===== src/design/scp_pkg.sv =====
/*
 package for the serial configuration memory reader: sizes, reset values,
 state encodings and timing constants.
 assumes nothing of its surroundings.
*/
package scp_pkg;
   localparam int unsigned CLK_PERIOD_NS    = 8;
   localparam int unsigned ACCESS_DELAY_NS  = 8;
   localparam int unsigned ACCESS_CYCLES    = (ACCESS_DELAY_NS + CLK_PERIOD_NS - 1) / CLK_PERIOD_NS;
   localparam int unsigned DEF_LIMIT        = 1024;
   localparam int unsigned DEF_ADDR_W       = 11;
   localparam int unsigned BUF_DEPTH        = 2;
   localparam logic        GATE_POL_HIGH    = 1'b1;
   localparam logic        CASCADE_RST_VAL  = 1'b1;
   localparam logic        DATA_OE_RST_VAL  = 1'b0;

   typedef enum logic [1:0] {
      SCP_CLEAR,
      SCP_READING,
      SCP_DONE,
      SCP_HELD
   } scp_state_t;
endpackage


===== src/design/scp_sync.sv =====
/*
 two flip-flop synchroniser for one level.
 assumes the input is asynchronous to clk.
*/
`timescale 1ns/10ps
`default_nettype none
module scp_sync
  #(parameter logic RST_VAL = 1'b0)
  (
   input  wire logic clk,
   input  wire logic reset_n,
   input  wire logic async_in,
   output var  logic sync_out
  );

   logic meta_ff;
   logic sync_ff;
   logic nxt_meta;
   logic nxt_sync;

   always_comb
   begin
      nxt_meta = async_in;
      nxt_sync = meta_ff;
   end

   always_ff @(posedge clk or negedge reset_n)
   begin
      if (!reset_n)
      begin
         meta_ff <= RST_VAL;
         sync_ff <= RST_VAL;
      end
      else
      begin
         meta_ff <= nxt_meta;
         sync_ff <= nxt_sync;
      end
   end

   assign sync_out = sync_ff;
endmodule
`default_nettype wire


===== src/design/scp_buf2.sv =====
/*
 two-entry buffer with valid and ready on both sides.
 assumes one clock; the drain may stall freely.
*/
`timescale 1ns/10ps
`default_nettype none
module scp_buf2
  #(parameter int unsigned WIDTH = 1,
    parameter int unsigned DEPTH = scp_pkg::BUF_DEPTH)
  (
   input  wire logic             clk,
   input  wire logic             reset_n,
   input  wire logic             flush,
   input  wire logic             in_valid,
   output var  logic             in_ready,
   input  wire logic [WIDTH-1:0] in_data,
   output var  logic             out_valid,
   input  wire logic             out_ready,
   output var  logic [WIDTH-1:0] out_data
  );

   localparam int unsigned PW = (DEPTH > 1) ? $clog2(DEPTH) : 1;

   logic [WIDTH-1:0] mem_ff [DEPTH];
   logic [WIDTH-1:0] nxt_mem [DEPTH];
   logic [PW-1:0]    rd_ff;
   logic [PW-1:0]    wr_ff;
   logic [PW:0]      cnt_ff;
   logic [PW-1:0]    nxt_rd;
   logic [PW-1:0]    nxt_wr;
   logic [PW:0]      nxt_cnt;
   logic             push;
   logic             pop;

   function automatic logic [PW-1:0] bump(input logic [PW-1:0] p);
      bump = (p == PW'(DEPTH - 1)) ? '0 : PW'(p + 1'b1);
   endfunction

   always_comb
   begin
      push    = in_valid && (cnt_ff != (PW+1)'(DEPTH));
      pop     = out_ready && (cnt_ff != '0);
      nxt_mem = mem_ff;
      nxt_rd  = rd_ff;
      nxt_wr  = wr_ff;
      nxt_cnt = cnt_ff;
      if (flush)
      begin
         nxt_rd  = '0;
         nxt_wr  = '0;
         nxt_cnt = '0;
      end
      else
      begin
         if (push)
         begin
            nxt_mem[wr_ff] = in_data;
            nxt_wr         = bump(wr_ff);
         end
         if (pop)
            nxt_rd = bump(rd_ff);
         if (push && !pop)
            nxt_cnt = (PW+1)'(cnt_ff + 1'b1);
         else if (pop && !push)
            nxt_cnt = (PW+1)'(cnt_ff - 1'b1);
      end
   end

   always_ff @(posedge clk or negedge reset_n)
   begin
      if (!reset_n)
      begin
         for (int i = 0; i < DEPTH; i++)
            mem_ff[i] <= '0;
         rd_ff  <= '0;
         wr_ff  <= '0;
         cnt_ff <= '0;
      end
      else
      begin
         mem_ff <= nxt_mem;
         rd_ff  <= nxt_rd;
         wr_ff  <= nxt_wr;
         cnt_ff <= nxt_cnt;
      end
   end

   assign in_ready  = (cnt_ff != (PW+1)'(DEPTH));
   assign out_valid = (cnt_ff != '0);
   assign out_data  = mem_ff[rd_ff];
endmodule
`default_nettype wire


===== src/design/scp_reader.sv =====
/*
 read side of a one-time-programmable bit-serial configuration memory.
 a counter walks the stored bits on each rising config_clock while the
 select and the gate are both active; the bit goes out on a three-state
 data pin and a cascade enable hands over to the next memory.
 assumes: config_clock, select_n and the gate come from outside and are
 sampled on clk, which must run well above config_clock; the loader
 keeps its own timing (clock count, release of select, shared clock).
 bits are fetched ahead into a two-entry buffer, so a slow fetch never stalls the loader.
*/
// Notes on behaviour
// the address advances by one on each rising config_clock while select and gate are active.
// the data pin floats whenever select or gate is inactive or the last bit is passed, and is driven otherwise.
// while the gate is at its clear level the address is held at zero and data floats.
// the clear level of the gate is a stored option, high or low.
// select high freezes the address, floats data and enters standby.
// cascade enable goes low only when select and gate are active and the last bit is passed.
// after the last bit the cascade enable follows select while the gate stays active.
// once the gate is inactive the cascade enable stays high until the address is cleared.
// each new bit appears a short delay after the clock edge that chose it.
// the loader makes the clock and gives exactly as many pulses as it needs.
// after loading the loader releases select so the memory stops.
// in slave loading memory and logic device share one outside clock.
// in a chain each cascade enable drives the next select; clocks and data are shared.
// on the clock edge after the last bit the cascade enable goes low and data is released.
// in standby data floats whatever the gate level.
// limit and counter width are parameters and the counter does not wrap past the limit.
`timescale 1ns/10ps
`default_nettype none
module scp_reader
  #(parameter int unsigned LAST_ADDRESS_LIMIT = scp_pkg::DEF_LIMIT,
    parameter int unsigned ADDR_W             = scp_pkg::DEF_ADDR_W,
    parameter logic        GATE_CLEAR_HIGH    = scp_pkg::GATE_POL_HIGH)
  (
   input  wire logic        clk,
   input  wire logic        reset_n,
   input  wire logic        config_clock,
   input  wire logic        select_n,
   input  wire logic        clear_gate,
   output var  logic        data_out,
   output var  logic        data_oe,
   output var  logic        cascade_enable_out_n,
   output var  logic        standby,
   output var  logic        rom_rd_en,
   output var  logic [ADDR_W-1:0] rom_addr,
   input  wire logic        rom_bit,
   output var  logic        read_done
  );

   logic sel_n_s;
   logic gate_s;
   logic config_clock_s;
   logic config_clock_d_ff;
   logic nxt_config_clock_d;
   logic sel_act;
   logic gate_act;
   logic both_act;
   logic rise;

   logic [ADDR_W:0]  addr_ff;
   logic [ADDR_W:0]  nxt_addr;
   logic             past_ff;
   logic             nxt_past;
   logic             hold_ff;
   logic             nxt_hold;
   scp_pkg::scp_state_t state_ff;
   scp_pkg::scp_state_t nxt_state;

   logic data_ff;
   logic oe_ff;
   logic ceo_ff;
   logic sb_ff;
   logic nxt_data;
   logic nxt_oe;
   logic nxt_ceo;
   logic nxt_sb;

   logic buf_in_ready;
   logic buf_out_valid;
   logic buf_out_bit;
   logic buf_flush;
   logic fetch;

   // true on the last stored address
   function automatic logic is_last(input logic [ADDR_W:0] a);
      is_last = (a == (ADDR_W+1)'(LAST_ADDRESS_LIMIT - 1));
   endfunction

   function automatic logic is_clear(input logic lvl);
      is_clear = (lvl == GATE_CLEAR_HIGH);
   endfunction

   scp_sync #(.RST_VAL(1'b0)) u_sync_clk
   (
      .clk      (clk),
      .reset_n  (reset_n),
      .async_in (config_clock),
      .sync_out (config_clock_s)
   );

   scp_sync #(.RST_VAL(1'b1)) u_sync_sel
   (
      .clk      (clk),
      .reset_n  (reset_n),
      .async_in (select_n),
      .sync_out (sel_n_s)
   );

   scp_sync #(.RST_VAL(GATE_CLEAR_HIGH)) u_sync_gate
   (
      .clk      (clk),
      .reset_n  (reset_n),
      .async_in (clear_gate),
      .sync_out (gate_s)
   );

   // clear level picked by the stored polarity option
   // edges come from the synchronised copy, never from the raw pin
   always_comb
   begin
      nxt_config_clock_d = config_clock_s;
      sel_act    = !sel_n_s;
      gate_act   = !is_clear(gate_s);
      both_act   = sel_act && gate_act;
      rise       = config_clock_s && !config_clock_d_ff;
   end

   // address fetch path: rom read feeds the two-entry buffer
   assign fetch     = both_act && !past_ff && buf_in_ready;
   assign buf_flush = !gate_act;

   scp_buf2 #(.WIDTH(1), .DEPTH(scp_pkg::BUF_DEPTH)) u_buf
   (
      .clk       (clk),
      .reset_n   (reset_n),
      .flush     (buf_flush),
      .in_valid  (rom_rd_en),
      .in_ready  (buf_in_ready),
      .in_data   (rom_bit),
      .out_valid (buf_out_valid),
      .out_ready (rise && both_act),
      .out_data  (buf_out_bit)
   );

   // counter and cascade state
   always_comb
   begin
      nxt_addr  = addr_ff;
      nxt_past  = past_ff;
      nxt_hold  = hold_ff;
      nxt_state = state_ff;
      case (state_ff)
         scp_pkg::SCP_CLEAR:
         begin
            if (gate_act)
               nxt_state = scp_pkg::SCP_READING;
         end
         scp_pkg::SCP_READING:
         begin
            if (rise && both_act)
            begin
               if (is_last(addr_ff))
               begin
                  nxt_past  = 1'b1;
                  nxt_state = scp_pkg::SCP_DONE;
               end
               else
                  nxt_addr = (ADDR_W+1)'(addr_ff + 1'b1);
            end
         end
         scp_pkg::SCP_DONE:
         begin
            nxt_addr = addr_ff;
         end
         scp_pkg::SCP_HELD:
         begin
            nxt_hold = 1'b1;
         end
         default:
            nxt_state = scp_pkg::SCP_CLEAR;
      endcase
      if (!gate_act && past_ff)
      begin
         nxt_hold  = 1'b1;
         nxt_state = scp_pkg::SCP_HELD;
      end
      if (is_clear(gate_s))
      begin
         nxt_addr  = '0;
         nxt_past  = 1'b0;
         nxt_hold  = 1'b0;
         nxt_state = scp_pkg::SCP_CLEAR;
      end
   end

   // pin drivers
   always_comb
   begin
      nxt_sb   = sel_n_s;
      // data is released on the edge at which the cascade enable drops
      nxt_oe   = both_act && !past_ff;
      nxt_data = oe_ff ? data_ff : 1'b0;
      if (both_act && buf_out_valid && !past_ff)
         nxt_data = buf_out_bit;
      if (hold_ff || !gate_act)
         nxt_ceo = 1'b1;
      else if (past_ff)
         nxt_ceo = sel_n_s;
      else
         nxt_ceo = 1'b1;
   end

   always_ff @(posedge clk or negedge reset_n)
   begin
      if (!reset_n)
      begin
         config_clock_d_ff <= 1'b0;
         addr_ff   <= '0;
         past_ff   <= 1'b0;
         hold_ff   <= 1'b0;
         state_ff  <= scp_pkg::SCP_CLEAR;
         data_ff   <= 1'b0;
         oe_ff     <= scp_pkg::DATA_OE_RST_VAL;
         ceo_ff    <= scp_pkg::CASCADE_RST_VAL;
         sb_ff     <= 1'b1;
      end
      else
      begin
         config_clock_d_ff <= nxt_config_clock_d;
         addr_ff   <= nxt_addr;
         past_ff   <= nxt_past;
         hold_ff   <= nxt_hold;
         state_ff  <= nxt_state;
         data_ff   <= nxt_data;
         oe_ff     <= nxt_oe;
         ceo_ff    <= nxt_ceo;
         sb_ff     <= nxt_sb;
      end
   end

   // fetch handshake: an address moves on only when the buffer took its bit,
   // so a full buffer stalls the fetch instead of skipping an address
   logic [ADDR_W-1:0] pf_ff;
   logic [ADDR_W-1:0] nxt_pf;
   logic              rd_ff;
   logic              nxt_rd;
   logic              fdone_ff;
   logic              nxt_fdone;
   logic              taken;
   logic              pf_last;

   always_comb
   begin
      taken     = rd_ff && buf_in_ready;
      pf_last   = is_last({1'b0, pf_ff});
      nxt_pf    = pf_ff;
      nxt_rd    = rd_ff;
      nxt_fdone = fdone_ff;
      if (taken)
      begin
         if (pf_last)
            nxt_fdone = 1'b1;
         else
            nxt_pf = ADDR_W'(pf_ff + 1'b1);
      end
      // a strobe that was not taken stays up on the same address
      if (!rd_ff || taken)
         nxt_rd = fetch && !fdone_ff && !(taken && pf_last);
      if (!gate_act)
      begin
         nxt_pf    = '0;
         nxt_rd    = 1'b0;
         nxt_fdone = 1'b0;
      end
   end

   always_ff @(posedge clk or negedge reset_n)
   begin
      if (!reset_n)
      begin
         pf_ff    <= '0;
         rd_ff    <= 1'b0;
         fdone_ff <= 1'b0;
      end
      else
      begin
         pf_ff    <= nxt_pf;
         rd_ff    <= nxt_rd;
         fdone_ff <= nxt_fdone;
      end
   end

   assign rom_rd_en            = rd_ff;
   assign rom_addr             = pf_ff;
   assign data_out             = data_ff;
   assign data_oe              = oe_ff;
   assign cascade_enable_out_n = ceo_ff;
   assign standby              = sb_ff;
   assign read_done            = past_ff;
endmodule
`default_nettype wire


===== config.mk =====
export PLATFORM = sky130hd
export DESIGN_NAME = scp_reader
export DESIGN_NICKNAME = d
export VERILOG_FILES = /design/src/design/scp_pkg.sv /design/src/design/scp_sync.sv /design/src/design/scp_buf2.sv /design/src/design/scp_reader.sv
export SDC_FILE = /design/constraint.sdc
export NUM_CORES = 1
export LEC_CHECK = 0
export ABC_AREA = 0
export ABC_CLOCK_PERIOD_IN_PS = 2160
export BUFFER_PORTS_ARGS = -buffer_cell sky130_fd_sc_hd__buf_2
export CORE_MARGIN = 4
export CORE_UTILIZATION = 50
export CTS_BUF_LIST = sky130_fd_sc_hd__clkbuf_8
export DETAILED_ROUTE_END_ITERATION = 10
export GPL_TIMING_DRIVEN = 0
export PLACE_DENSITY = 0.72
export SETUP_SLACK_MARGIN = 0.02
export SYNTH_ARGS = -nofsm -noshare
export SYNTH_HDL_FRONTEND = slang
export SYNTH_HIERARCHICAL = 1
export SYNTH_SLANG_ARGS = --single-unit

===== constraint.sdc =====
create_clock -name clk -period 2.16 [get_ports clk]
set_input_delay 0.432 -clock clk [delete_from_list [all_inputs] [get_ports clk]]
set_output_delay 0.432 -clock clk [all_outputs]
set_load 0.01 [all_outputs]

==> flow_metrics.tcl <==
set metrics [dict create \
    crit_family "simple AND/OR/NAND/NOR gates" \
    floorplan.core_area_um2 4140 \
    crit_buf_inv 1 \
    grt_usage_pct 16.8 \
    fin_worst_skew_ns 0.00650 \
    crit_path_start_kind "flip-flop" \
    drive_gt1_share_pct 21.0 \
    die_area_um2 5560 \
    drv_cap 0 \
    grt_pass1_vias 1569 \
    critPathKind "flip-flop to flip-flop" \
    crit_chain "nor4b_4, nand2_1, or2_1, buf_2, o31ai_1" \
    htreeDepth 2 \
    fp.dieW_um 74.5 \
    syn_area_um2 2210 \
    synthDistinctLibCells 52 \
    dpl_cell_area_um2 2390 \
    fill_cells 369 \
    antenna_found_initial 0 \
    initialDrtViolationCount 62 \
    cpMaxStageDelayCell "nor4b_4" \
    clock_sinks 46 \
    dp_worst_setup_slack_ns -0.0314 \
    ys_ff_latch 46 \
    vias 1686 \
    via_per_inst 5.75 \
    cts_buffer_depth 2 \
    cts_root_buf "clkbuf_8" \
    synth_nets 221 \
    layout_setup_ws_ns 0.233 \
    final_antenna_net_count 0 \
    route.detailed.drc 0 \
    yosys_warnings 6 \
    area_delta_synth_final_pct 12.3 \
    die_h_um 74.5 \
    synth_ff_type "dfrtp_1" \
    multi_input_area_um2 991 \
    cts_tree "built" \
    fin_crit_sh_pct 89.2 \
    hold_viol 0 \
    rsz0062_at_grt "no" \
    slew_headroom_pct 33.7 \
    hp-class "primary input to flip-flop" \
    p_leak_nw 1.09 \
    hold_ws_ns 0.234 \
    cts-hold-fix-buffers 0 \
    synth_edf_count 0 \
    clk_latency_ns 0.29 \
    tightest_slew_ns 0.995 \
    p_per_area_nw_per_um2 615 \
    crit_fanout 10 \
    cts.reportedPaths.clkPinSlew_ns 0.08 \
    start_util_pct 53.4 \
    ys_seq_area_share_pct 52.3 \
    cts_buffers 5 \
    setup_tns_ns 0 \
    slew_viol_final 0 \
    dr.pass1.iters 4 \
    grt_max_degree 47 \
    wl_per_cell_um 14.3 \
    overflow 0 \
    critical_path_required_ns 2.35 \
    design_area_um2 2480 \
    num_rows 23 \
    gp_congestion 0.798 \
    regArea_um2 1160 \
    port_buffers 22 \
    n_antenna_cell 0 \
    clock.fmax_mhz 519 \
    ys_async_sr_fraction_pct 100 \
    setup_violations 0 \
    status "finished, final reports clean" \
    fin_nets 250 \
    synth_cells 213 \
    crit_path_end_kind "flip-flop" \
    grt_pass1_wl_um 7300 \
    hpwl_um 2870 \
    io_pins 23 \
    irDropWorstVdd_v 0.000437 \
    arrival_ns 2.12 \
    utilization_pct 60.0 \
    worst_path_largest_cell_delay_ns 0.55 \
    drt_wl_total_um 4200 \
    period_needed_ns 1.93 \
    syn_area_per_cell_um2 10.4 \
]
-- cells in the final DEF (no fill, tap or decap), types with 2 or more instances in the layout --
master / synthesis / routed
or3_1: 6 / 6
ha_1: 2 / 2
buf_1: 2 / 2
and2_1: 3 / 3
a311oi_1: 2 / 2
nor3_1: 5 / 4
xor2_1: 4 / 4
clkbuf_2: 0 / 2
inv_1: 6 / 7
a41oi_1: 3 / 3
nand2b_1: 3 / 3
nor2_1: 12 / 12
dfrtp_1: 40 / 40
dfstp_2: 6 / 6
clkbuf_8: 0 / 6
nand4_1: 4 / 4
clkbuf_1: 5 / 3
nor2b_1: 2 / 2
and4_1: 2 / 2
nor3b_1: 2 / 2
o211ai_1: 3 / 3
o41ai_1: 2 / 2
nand2_1: 13 / 13
and3_1: 5 / 5
o31ai_1: 13 / 13
or2_2: 2 / 2
mux2i_1: 2 / 2
or4_1: 2 / 2
buf_2: 2 / 24
nand3_1: 6 / 6
a21oi_1: 17 / 17
nand3b_1: 2 / 2
a31oi_1: 2 / 2
o21ai_0: 13 / 13
-- power breakdown --
group	total, mW	switching (mW)	leakage, nW	internal, mW
combinational	0.0923	0.0558	0.427	0.0365
clock	0.526	0.272	0.0524	0.254
sequential	0.910	0.0223	0.605	0.888
total	1.53	0.350	1.09	1.18
-- worst register-to-register path, delay by kind of cell (launching register included) --
family                 cells  cell delay [ns]
and+or+nand+nor            3             0.95
DFF                        1             0.45
AOI/OAI and AO/OA          1             0.23
buffers and inverters      1             0.20
-- layer usage --
| layer | GRT usage (%) | wire length, um | part of all wire, % |
|---|---|---|---|
| met5 | 0 | 0 | 0 |
| met4 | 3.95 | 31 | 0.74 |
| met3 | 3.92 | 152 | 3.6 |
| met2 | 24.7 | 1790 | 43 |
| met1 | 25.1 | 2220 | 53 |
-- registers in the layout, summed over array words and instances, names as in the netlist, 2 cells and up --
| name | count |
|---|---|
| addr_ff | 12 |
| rom_addr | 11 |
| state_ff | 2 |
| u_buf/cnt_ff | 2 |
| u_buf/mem_ff | 2 |
-- cells in the mapped netlist (all sizes together), types with 5 or more instances --
library cell | n | share of area, %
nand3 | 6 | 1.4
nand4 | 5 | 1.7
o21ai | 13 | 2.9
or3 | 6 | 1.7
clkbuf | 5 | 0.85
dfrtp | 40 | 45
o31ai | 14 | 5.0
a21oi | 17 | 3.8
inv | 8 | 1.5
nor2 | 12 | 2.0
nor3 | 5 | 1.1
dfstp | 6 | 7.1
and3 | 5 | 1.4
nand2 | 13 | 2.2
-- cell families after synthesis --
logic type                 Yosys count  share of synthesized area (%)
and+or+nand+nor                     78                           21.4
muxes                                5                           2.60
buffers and inverters               17                           3.11
DFF                                 46                           52.3
xor gates and xnor gates             4                           1.58
adders and majority gates            2                           1.13
AOI/OAI and AO/OA                   61                           17.9
-- timing repair --
action	CTS	global route
setup endpoints to repair	10	8
buffers inserted	0	0
resized for setup	1	3
hold endpoints to repair	0	0
-- layout make-up --
type                    count  share of cell area, %
clock buffers               6                   3.32
flip-flops and latches     46                   46.6
plain buffers               9                   1.56
repair buffers             22                   4.43
well taps                  50                   2.52
clock inverters             2                  0.352
inverters                   8                   1.31
multi-input cells         150                   39.9
-- final timing paths --
kind,from,to,slack [ns],depth (start not counted)
setup / recovery,u_sync_gate/sync_out,addr_ff[6],0.23,5
hold / removal,clear_gate,u_sync_gate/meta_ff,0.23,1
setup reg to reg,u_sync_gate/sync_out,addr_ff[6],0.23,5
hold reg to reg,u_sync_gate/meta_ff,u_sync_gate/sync_out,0.36,0
max in group asynchronous,reset_n,rom_addr[4],1.25,1
min in group asynchronous,reset_n,data_oe,0.31,1
-- per-stage QoR --
step	cells	total power, mW
final	293	1.53
after detailed placement	285	1.02
after floorplan	213	0.977
after CTS	293	1.55
after global placement	285	1.02
after global routing	293	1.60
(Power assumes the default switching activity.)
